### src/bsc_pkg.sv
// shared constants and crc helper for the single-turn absolute-encoder link
`default_nettype none
package bsc_pkg;
   // ----------------------------------------------------------------
   // clock and timing
   // ----------------------------------------------------------------
   localparam int unsigned CLK_NS = 20;
   localparam int unsigned CLK_KHZ = 50000;
   localparam int unsigned LINK_TO_NS = 15000;
   localparam int unsigned MEAS_NS = 90000;
   localparam int unsigned MEAS_TO_NS = 135000;
   localparam int unsigned MA_KHZ = 1000;
   localparam int unsigned LINK_TO_CYC = (LINK_TO_NS + CLK_NS - 1) / CLK_NS;
   localparam int unsigned MEAS_CYC = (MEAS_NS + CLK_NS - 1) / CLK_NS;
   localparam int unsigned MEAS_TO_CYC = (MEAS_TO_NS + CLK_NS - 1) / CLK_NS;
   localparam int unsigned MA_HALF_CYC = CLK_KHZ / (2 * MA_KHZ);
   localparam int unsigned CNT_W = 14;
   // ----------------------------------------------------------------
   // frame layout
   // ----------------------------------------------------------------
   localparam int unsigned PROC_BITS = 12;
   localparam int unsigned DATA_W = 24;
   localparam int unsigned CRC_W = 6;
   localparam int unsigned SCD_W = 30;
   localparam int unsigned SHIFT_W = 2 + SCD_W;
   localparam int unsigned LAST_BIT = PROC_BITS + SHIFT_W;
   localparam int unsigned POS_W = 22;
   localparam int unsigned POS_RES = 22;
   localparam int unsigned LJ_SHIFT = POS_W - POS_RES;
   // x^6 term implied by the register width
   localparam logic [5:0] CRC_POLY = 6'h03;
   localparam logic [5:0] CRC_INIT = 6'h00;
   // ----------------------------------------------------------------
   // host registers
   // ----------------------------------------------------------------
   localparam logic [7:0] REG_CTRL = 8'h00;
   localparam logic [7:0] REG_STATUS = 8'h04;
   localparam logic [7:0] REG_POS = 8'h08;
   localparam int unsigned CTRL_START = 0;
   localparam int unsigned ST_BUSY = 0;
   localparam int unsigned ST_FRAME_ERR = 1;
   localparam int unsigned ST_CRC_ERR = 2;
   localparam int unsigned ST_POS_VALID = 3;
   localparam int unsigned ST_TURN_VALID = 4;
   localparam int unsigned ST_HAVE = 5;

   // serial crc, msb first, over the data area
   function automatic logic [5:0] bsc_crc6(input logic [DATA_W-1:0] data);
      logic [5:0] crc;
      logic fb;
      crc = CRC_INIT;
      for (int i = DATA_W - 1; i >= 0; i--) begin
         fb = data[i] ^ crc[5];
         crc = {crc[4:0], 1'b0} ^ (fb ? CRC_POLY : 6'h00);
      end
      return crc;
   endfunction
endpackage
`default_nettype wire

### src/bsc_link_if.sv
// three-wire serial link between host clock master and encoder slave
`timescale 1ns/1ps
`default_nettype none
interface bsc_link_if;
   logic ma;
   logic sl;
   logic sli;
   modport master (output ma, input sl, input sli);
   modport slave (input ma, output sl, output sli);
endinterface
`default_nettype wire

### src/bsc_slave_end.sv
// encoder end of the link: pipelined position frames clocked by the host
//
// Contract
// - host alone drives the link clock
// - one data bit on SL per clock cycle
// - slave input SLI held at zero
// - host clock between 600 and 2000 kHz
// - 15 to 20 us timeout after last edge
// - frame carries measurement triggered by previous frame
// - single-cycle data is exactly 30 bits
// - 12 clock cycles processing before data
// - data area is 24 bits
// - inverted 6-bit crc, poly 0x43, init zero
// - msb first, position, valid, turn flag last
// - low resolution position left-justified, zero filled
// - position valid flag; turn flag always one
// - point to point, single slave
// - unidirectional, no commands accepted
// - each new frame tries to trigger measurement
// - no retrigger while measurement in progress
// - measurement takes 90 to 95 us
// - auto trigger after 135 to 145 us
`timescale 1ns/1ps
`default_nettype none
module bsc_slave_end #(
   parameter int unsigned MEAS_CYC_P = bsc_pkg::MEAS_CYC,
   parameter int unsigned MEAS_TO_CYC_P = bsc_pkg::MEAS_TO_CYC
) (
   input wire logic clk,
   input wire logic arst_n,
   bsc_link_if.slave link,
   input wire logic [bsc_pkg::POS_RES-1:0] pos_i,
   input wire logic pos_ok_i,
   output logic meas_busy_o,
   output logic frame_active_o
);
   import bsc_pkg::*;

   typedef enum logic [0:0] {
      ST_IDLE = 1'b0,
      ST_FRAME = 1'b1
   } bsc_slv_state_type;

   localparam logic [CNT_W-1:0] MEAS_DONE = CNT_W'(MEAS_CYC_P - 1);
   localparam logic [CNT_W-1:0] MEAS_TO = CNT_W'(MEAS_TO_CYC_P - 1);
   localparam logic [CNT_W-1:0] LINK_TO = CNT_W'(LINK_TO_CYC - 1);
   localparam logic [5:0] PROC_END = 6'(PROC_BITS);
   localparam logic [5:0] BIT_END = 6'(LAST_BIT);

   bsc_slv_state_type st_q, st_d;
   logic ma1_q, ma1_d, ma2_q, ma2_d, ma3_q, ma3_d, ma_s_q, ma_s_d;
   logic ma_fall, ma_rise;
   logic sl_q, sl_d;
   logic [5:0] bit_q, bit_d;
   logic [SHIFT_W-1:0] shift_q, shift_d;
   logic [CNT_W-1:0] to_q, to_d;
   logic frame_start;
   logic [CNT_W-1:0] meas_q, meas_d;
   logic busy_q, busy_d;
   logic [POS_W-1:0] mpos_q, mpos_d, rpos_q, rpos_d;
   logic mok_q, mok_d, rok_q, rok_d;
   logic trig;
   logic [DATA_W-1:0] data_area;

   // ----------------------------------------------------------------
   // link side: clock sampling and frame shifter
   // ----------------------------------------------------------------
   always_comb begin
      ma1_d = link.ma;
      ma2_d = ma1_q;
      ma3_d = ma2_q;
      ma_s_d = ma_s_q;
      if (ma2_q == ma3_q) begin
         ma_s_d = ma3_q;
      end
      ma_fall = ma_s_q & ~ma_s_d;
      ma_rise = ~ma_s_q & ma_s_d;
      st_d = st_q;
      sl_d = sl_q;
      bit_d = bit_q;
      shift_d = shift_q;
      to_d = to_q;
      frame_start = 1'b0;
      // position msb first, then valid flag, turn flag fixed at one
      data_area = {rpos_q, rok_q, 1'b1};
      case (st_q)
         ST_IDLE: begin
            sl_d = 1'b1;
            if (ma_fall) begin
               // first falling clock edge opens a frame
               st_d = ST_FRAME;
               frame_start = 1'b1;
               sl_d = 1'b0;
               bit_d = 6'h00;
               to_d = '0;
               // start bit, zero cds, data area, inverted crc
               shift_d = {1'b1, 1'b0, data_area, ~bsc_crc6(data_area)};
            end
         end
         ST_FRAME: begin
            if (ma_fall || ma_rise) begin
               to_d = '0;
            end else begin
               to_d = to_q + 1'b1;
            end
            if (ma_rise) begin
               if (bit_q != 6'h3F) begin
                  bit_d = bit_q + 1'b1;
               end
               if (bit_q >= PROC_END && bit_q < BIT_END) begin
                  sl_d = shift_q[SHIFT_W-1];
                  shift_d = {shift_q[SHIFT_W-2:0], 1'b0};
               end else begin
                  // ack during processing, low again during timeout
                  sl_d = 1'b0;
               end
            end
            if (!ma_fall && !ma_rise && to_q == LINK_TO) begin
               st_d = ST_IDLE;
               sl_d = 1'b1;
            end
         end
         default: begin
            st_d = ST_IDLE;
            sl_d = 1'b1;
         end
      endcase
   end

   // ----------------------------------------------------------------
   // measurement timing and result pipeline
   // ----------------------------------------------------------------
   always_comb begin
      // a frame triggers only if none is running; stale timer forces one
      trig = (frame_start && !busy_q) || (meas_q == MEAS_TO);
      meas_d = meas_q;
      mpos_d = mpos_q;
      mok_d = mok_q;
      rpos_d = rpos_q;
      rok_d = rok_q;
      if (trig) begin
         meas_d = '0;
         mpos_d = POS_W'(pos_i) << LJ_SHIFT;
         mok_d = pos_ok_i;
      end else if (meas_q != MEAS_TO) begin
         meas_d = meas_q + 1'b1;
      end
      if (!trig && meas_q == MEAS_DONE) begin
         // result published here is sent by the next frame
         rpos_d = mpos_q;
         rok_d = mok_q;
      end
      busy_d = trig || (meas_d < MEAS_DONE + 1'b1);
   end

   always_ff @(posedge clk or negedge arst_n) begin
      if (!arst_n) begin
         st_q <= ST_IDLE;
         ma1_q <= 1'b1;
         ma2_q <= 1'b1;
         ma3_q <= 1'b1;
         ma_s_q <= 1'b1;
         sl_q <= 1'b1;
         bit_q <= 6'h00;
         shift_q <= '0;
         to_q <= '0;
         meas_q <= MEAS_TO;
         busy_q <= 1'b0;
         mpos_q <= '0;
         mok_q <= 1'b0;
         rpos_q <= '0;
         rok_q <= 1'b0;
      end else begin
         st_q <= st_d;
         ma1_q <= ma1_d;
         ma2_q <= ma2_d;
         ma3_q <= ma3_d;
         ma_s_q <= ma_s_d;
         sl_q <= sl_d;
         bit_q <= bit_d;
         shift_q <= shift_d;
         to_q <= to_d;
         meas_q <= meas_d;
         busy_q <= busy_d;
         mpos_q <= mpos_d;
         mok_q <= mok_d;
         rpos_q <= rpos_d;
         rok_q <= rok_d;
      end
   end

   // ----------------------------------------------------------------
   // outputs
   // ----------------------------------------------------------------
   // the link has no return channel into the encoder
   assign link.sl = sl_q;
   assign link.sli = 1'b0;
   assign meas_busy_o = busy_q;
   assign frame_active_o = (st_q == ST_FRAME);
endmodule
`default_nettype wire

### src/flat_wrapper.sv
// flat-port wrapper written by rule: the top's interface ports become plain ports
module bsc_slave_end_flat import bsc_pkg::*;
#(
   parameter int unsigned MEAS_CYC_P = bsc_pkg::MEAS_CYC,
   parameter int unsigned MEAS_TO_CYC_P = bsc_pkg::MEAS_TO_CYC
)
  (clk, arst_n, pos_i, pos_ok_i, meas_busy_o, frame_active_o, link_ma, link_sl, link_sli);
  bsc_link_if link_i ();
  input wire logic clk;
  input wire logic arst_n;
  input wire logic [bsc_pkg::POS_RES-1:0] pos_i;
  input wire logic pos_ok_i;
  output logic meas_busy_o;
  output logic frame_active_o;
  input wire logic [$bits(link_i.ma)-1:0] link_ma;
  output wire logic [$bits(link_i.sl)-1:0] link_sl;
  output wire logic [$bits(link_i.sli)-1:0] link_sli;
  assign link_i.ma = link_ma;
  assign link_sl = link_i.sl;
  assign link_sli = link_i.sli;
  bsc_slave_end #(.MEAS_CYC_P(MEAS_CYC_P), .MEAS_TO_CYC_P(MEAS_TO_CYC_P)) u_core (.clk(clk), .arst_n(arst_n), .link(link_i), .pos_i(pos_i), .pos_ok_i(pos_ok_i), .meas_busy_o(meas_busy_o), .frame_active_o(frame_active_o));
endmodule
### config.mk
export PLATFORM = sky130hd
export DESIGN_NAME = bsc_slave_end_flat
export DESIGN_NICKNAME = d
export VERILOG_FILES = /design/src/bsc_pkg.sv /design/src/bsc_link_if.sv /design/src/bsc_slave_end.sv /design/src/flat_wrapper.sv
export SDC_FILE = /design/constraint.sdc
export NUM_CORES = 1
export LEC_CHECK = 0
export BUFFER_PORTS_ARGS = -buffer_cell sky130_fd_sc_hd__buf_2
export CORE_MARGIN = 2
export CORE_UTILIZATION = 50
export DETAILED_ROUTE_END_ITERATION = 16
export GPL_TIMING_DRIVEN = 0
export PLACE_DENSITY_LB_ADDON = 0.05
export SYNTH_ARGS = -nofsm -noshare
export SYNTH_HDL_FRONTEND = slang
export SYNTH_SLANG_ARGS = --single-unit
export TNS_END_PERCENT = 10
### constraint.sdc
create_clock -name clk -period 2.9 [get_ports clk]
set_input_delay 0.145 -clock clk [delete_from_list [all_inputs] [get_ports clk]]
set_output_delay 0.145 -clock clk [all_outputs]
set_load 0.01 [all_outputs]
==> results of run 1 <==
worst max-delay path, stage by stage (launching register included):
cell and delay (ns):
dfstp_2 0.55, a21o_1 0.10, o21ai_0 0.10, ha_1 0.30, nor2b_1 0.23, a21oi_1 0.28, clkbuf_1 0.37, clkbuf_1 0.41
nand2_1 0.11, o21ai_0 0.09
area by class of cell:
class	count	area share (%)
Sequential cell	119	42.4
Multi-Input combinational cell	406	38.1
Clock buffer	20	6.32
Timing Repair Buffer	54	6.00
Tap cell	143	2.53
Clock inverter	12	2.18
Buffer	27	1.81
Inverter	13	0.690
worst max-delay path by stage:
stage	start	to	slack, ns	cells after the start
after floorplan	u_core.ma_s_q	u_core.rok_q	0.64	8
after CTS	u_core.ma_s_q	u_core.rpos_q[17]	0.28	8
after detailed placement	u_core.ma_s_q	u_core.shift_q[13]	0.30	9
after global routing	u_core.ma_s_q	u_core.shift_q[18]	0.03	9
final	u_core.ma_s_q	u_core.shift_q[27]	0.27	9
after global placement	arst_n	u_core.mpos_q[15]	0.17	1
registers in the layout, indices dropped and copies added, names as in the netlist:
name and flops:
u_core.mok_q 1, u_core.frame_active_o 1, u_core.ma1_q 1, u_core.mpos_q 22, u_core.to_q 14, u_core.ma2_q 1, u_core.bit_q 6, u_core.link.sl 1
u_core.ma3_q 1, u_core.shift_q 32, u_core.ma_s_q 1, u_core.meas_busy_o 1, u_core.rpos_q 22, u_core.rok_q 1, u_core.meas_q 14
power groups by stage:
stage / Combinational, W / Clock, W / Sequential [W]
after floorplan: 0.000496 / 0 / 0.00193
after global placement: 0.000679 / 0 / 0.00196
after detailed placement: 0.000704 / 0 / 0.00196
after CTS: 0.000735 / 0.00217 / 0.00194
after global routing: 0.000825 / 0.00225 / 0.00196
final: 0.000728 / 0.00213 / 0.00194
kinds of logic (layout without fill, tap and decap cells):
logic type,count (synthesis),after routing
AOI/OAI and AO/OA,89,89
xor gates and xnor gates,50,50
adders and majority gates,8,8
buffers and inverters,40,126
DFF,119,119
muxes,51,51
other,1,1
and+or+nand+nor,207,207
through the flow:
| stage | utilization [%] | hold slack, ns | cells | cell area, µm² | total power, W |
|---|---|---|---|---|---|
| finish | 61.9 | 0.180 | 794 | 7070 | 0.00479 |
| CTS | 61.9 | 0.185 | 794 | 7070 | 0.00485 |
| floorplan | - | -0.151 | 565 | 5860 | 0.00243 |
| detailed placement | 54.4 | 0.0683 | 737 | 6220 | 0.00267 |
| global route | 61.9 | 0.200 | 794 | 7070 | 0.00504 |
| global placement | 54.2 | 0.251 | 736 | 6180 | 0.00263 |
synthesized netlist by cell type, types with 6 or more instances:
master    instances
nand4_1           8
nand2_1         122
dfrtp_1         106
clkbuf_1         16
xor2_1           18
inv_1            12
dfstp_2          13
a21oi_1          12
mux2_1           20
xnor3_1           8
xnor2_1          21
ha_1              8
mux2i_1          28
buf_2             6
nand3_1          13
o21ai_0          46
nor2_1           36
what timing repair did:
item | in CTS | in global routing
endpoints found under the hold margin | 59 | 0
resized for setup | 0 | 0
hold buffers | 25 | 0
per-layer routing:
metal | share of wire [%] | track usage (%) | vias up
met4 | 0.99 | 5.85 | 0
met5 | 0 | 0 | -
met3 | 3.4 | 6.80 | 11
met2 | 45 | 31.2 | 69
li1 | - | - | 2088
met1 | 50 | 29.7 | 2068
==> run metrics, run 1 <==
pre-CTS WS=0.297 ns; Post-Synth Adder-Cell Area=1.71%; Slew headroom=48.6%; Setup CP Type=flip-flop to flip-flop; DP HPWL=8.19 mm; I/O pins=30; cell taking the most area after synthesis=dfrtp_1; Worst-Skew Late Latency=0.43 ns; drt initial violations=247; max cap viols=0; Sequential Area=2990 µm²; XOR/XNOR share of the synthesized area=9.88%; Reg2Reg Setup Slack=0.27 ns; First-pass DRT Iterations=4; final hold vios=0; die width=112 µm; area grow syn2layout=20.5%; grt ovf=0; GPL Wtd Cong=0.794; Syn Area/Cell=10.4 µm²; clock root buffer=clkbuf_16; largest family of logic cells by synthesized area=simple AND/OR/NAND/NOR gates; final worst slack=0.269 ns; port bufs=28; Clock power frac=44.4%; first-pass GRT wire length=20.8 mm; outcome=completed; n_diodes=0; TNS Setup=0 ns; FILL cells=962; multiplexer share of the synthesized area=9.20%; CORE AREA=11400 µm²; commonest cells after routing, fill and taps aside=nand2_1, dfrtp_1, o21ai_0, nor2_1, buf_2; RR Endpoint=u_core.shift_q[27]; drt via density=5.34; Hold WC Path Type=input pin to async pin; clock sink count=119; share of flip-flops with an asynchronous set or reset=100%; fin crit share=90.7%; Period minus WS final=2.63 ns; Gate power share=15.2%; GRT Overall Usage=20.9%; post-CTS setup buffer count=0; commonest non-fill, non-tap cell in the layout=nand2_1; sequential share of power=40.4%; compound-cell area share of the yosys netlist=9.47%; fmax=380 MHz; Post-Route WL=12.0 mm; RSZ-0062 raised after global routing=no; multi-input combinational cell area=2690 µm²; R2R cell count=9; Starting Density=51.4%; Sw Ratio=27.6%; top_reg_cell synth=dfrtp_1; clock skew=0.0161 ns; placement row count=39; top cells by area, synth=dfrtp_1, nand2_1, dfstp_2; sequential-to-total area share from yosys stat=51.1%; Worst EP required=3.23 ns; Syn Std Cell Area=5860 µm²; Post-Synth Simple-Gate Area=15.6%; VDD IR-drop max=0.000504 V; Yosys top cell area share=45.2%; die area=12600 µm²; H-Tree Level Count=4; Mapped Cells=565; Antenna Nets Post-Route=0; Ys Warns=0; die height=112 µm; internal power=0.00347 W; post-synth cell types=52; Worst Setup End Kind=flip-flop; share of cells above drive strength 1=14.1%; Synth Register Bits=119; NumNets Final=672; final setup vio count=0; PD cells=678 nW/µm²; Least-Margin Pin Slew=0.770 ns; CTS clk-pin slew, worst paths=0.05 ns; Clock Tree Buf Depth=2; CTS tree=built; detailed-route via count=4236; post-synth net total=599; r2r startpoint=u_core.ma_s_q; worst endpoint data arrival time=2.96 ns; Max Fanout on Critical Path=10; wire per inst=15.1 µm; Post-synth EDFFs=0; initial antenna violation count=0; Leak Pwr=3.28 nW; largest net degree at the start of global routing=85; vias in the first global route=4185; Pins Over Slew Limit=0; Worst setup SP type=flip-flop; drc violations=0; P_sw=0.00132 W; CTS Buf Count=17
Power figures use the tool's default switching activity.
==> run 2: changes to the inputs <==
Settings changed: CORE_ASPECT_RATIO set to 0.5.
==> run 2 against run 1 <==
Against the previous run: sequential power about the same; worst hold slack improved by 0.080 ns; wire length fell by 1.9%; power shrank 3.9%; critical path depth decreased by 1; cell count is 2.0% higher; design area is 0.35% lower; sequential share of layout area increased by 0.15 points; clock-buffer cell count is 3 lower; utilization increased by 0.90 points; clock power fell by 8%; first-iteration DRC count decreased by 15%; critical endpoint is now u_core.rpos_q[18]; largest cell class unchanged; highest routed layer unchanged.
==> run metrics, run 2 (same netlist as run 1, synthesis figures left out) <==
NumNets Final=672; detailed-route via count=4180; fmax=365 MHz; Leak Pwr=3.27 nW; GRT Overall Usage=21.0%; Post-CTS Resized=0; CTS Buf Count=17; I/O pins=30; CTS tree=built; Hold WC Path Type=input pin to async pin; clock skew=0.0143 ns; Setup CP Type=flip-flop to flip-flop; largest register by flop count=u_core.shift_q; wire per inst=14.6 µm; largest net degree at the start of global routing=65; overall power=0.00461 W; H-Tree Level Count=4; DP HPWL=8.21 mm; n_diodes=0; Slew headroom=51.5%; Critical-path top delay cell=dfstp_2; Antenna Nets Post-Route=0; grt peak-use layer=met2; Global Route met2 Usage=31.4%; VDD IR-drop max=0.000367 V; die width=157 µm; GPL Wtd Cong=0.829; PD cells=654 nW/µm²; Period minus WS final=2.74 ns; final hold vios=0; worst endpoint data arrival time=3.02 ns; hold slack=0.260 ns; CTS clk-pin slew, worst paths=0.06 ns; die height=80.6 µm; area grow syn2layout=20.1%; Starting Density=52.3%; max cap viols=0; Least-Margin Pin Slew=0.728 ns; cell breakdown of the critical path=a21o_1, o21ai_0, ha_1, nand2_1, o32ai_4, nor4_4, buf_6, mux2_1; Post-Route WL=11.8 mm; Worst-Skew Late Latency=0.41 ns; commonest non-fill, non-tap cell in the layout=nand2_1; global-route track usage on met3=4.37%; Worst Setup End Kind=flip-flop; port bufs=28; drt initial violations=210; commonest cells after routing, fill and taps aside=nand2_1, dfrtp_1, o21ai_0, nor2_1, buf_2; Max Fanout on Critical Path=10; RSZ-0062 raised after global routing=no; FILL cells=952; TNS Setup=0 ns; max reg flops=32; drt via density=5.16; biggest regs=u_core.shift_q x32, u_core.mpos_q x22, u_core.rpos_q x22; Worst EP required=3.18 ns; initial antenna violation count=0; Worst setup SP type=flip-flop; Clock Tree Buf Depth=2; clock sink count=119; First-pass DRT Iterations=4; placement row count=27; M1 GR Usage=30.5%; grt ovf=0; final setup vio count=0; drc violations=0; outcome=completed; share of cells above drive strength 1=14.4%; vias in the first global route=4079; final worst slack=0.161 ns; pre-CTS WS=0.155 ns; die area=12700 µm²; Pins Over Slew Limit=0; slowest stage delay, CP=0.55 ns; clock root buffer=clkbuf_16; CORE AREA=11200 µm²; first-pass GRT wire length=20.3 mm; fin crit share=94.5%
-- run 2: cell types whose count changed in the layout (fill, tap and decap cells not counted) --
cell and delta:
bufinv_16 -2, clkbuf_1 -2, clkinv_2 +2, inv_6 +2, clkbuf_8 -1, clkinv_4 +1
-- run 2: timing repair --
item,4_1_cts,5_1_grt
endpoints found under the hold margin,72,0
hold buffers,25,0
setup buffers,0,0
-- run 2: report_power, final --
group          switching (W)  internal [W]
logic               0.000435      0.000285
clock network       0.000782       0.00118
registers           0.000113       0.00182
-- run 2: critical path: cells and delay by family, from the launching register on --
kind,cells,cell delay (ns)
compound gates,3,0.41
buf+inv,1,0.23
simple gates,2,0.81
mux,1,0.34
flops,1,0.55
fa+ha+maj,1,0.30
-- run 2: routing by layer --
layer	up-vias	wire length, µm
li1	2096	-
met1	2006	6190
met2	63	5100
met3	15	358
met4	0	143
met5	-	0
-- run 2: stage by stage --
| stage | instances | utilization, % | cell area, µm² |
|---|---|---|---|
| 6_report | 810 | 62.8 | 7040 |
| 4_1_cts | 810 | 62.8 | 7040 |
| 2_1_floorplan | 565 | - | 5860 |
| 3_5_place_dp | 753 | 55.6 | 6240 |
| 3_3_place_gp | 752 | 55.3 | 6200 |
| 5_1_grt | 810 | 62.8 | 7040 |
-- run 2: cell type report --
type	instances	area (µm²)	area share (%)
Clock inverter	15	130	1.85
Clock buffer	17	425	6.04
Inverter	13	48.8	0.693
Tap cell	159	199	2.82
Sequential cell	119	2990	42.5
Buffer	27	128	1.81
Timing Repair Buffer	54	424	6.02
Multi-Input combinational cell	406	2690	38.2
-- run 2: final timing paths --
check / start / to / slack, ns / cells past startpoint
worst min-delay path: arst_n / u_core.bit_q[0] / 0.26 / 2
min in group clk: u_core.ma1_q / u_core.ma2_q / 0.36 / 0
worst max-delay path: u_core.ma_s_q / u_core.rpos_q[18] / 0.16 / 8
worst min register to register: u_core.ma1_q / u_core.ma2_q / 0.36 / 0
worst max register to register: u_core.ma_s_q / u_core.rpos_q[18] / 0.16 / 8
max in group asynchronous: arst_n / u_core.meas_q[12] / 1.91 / 3
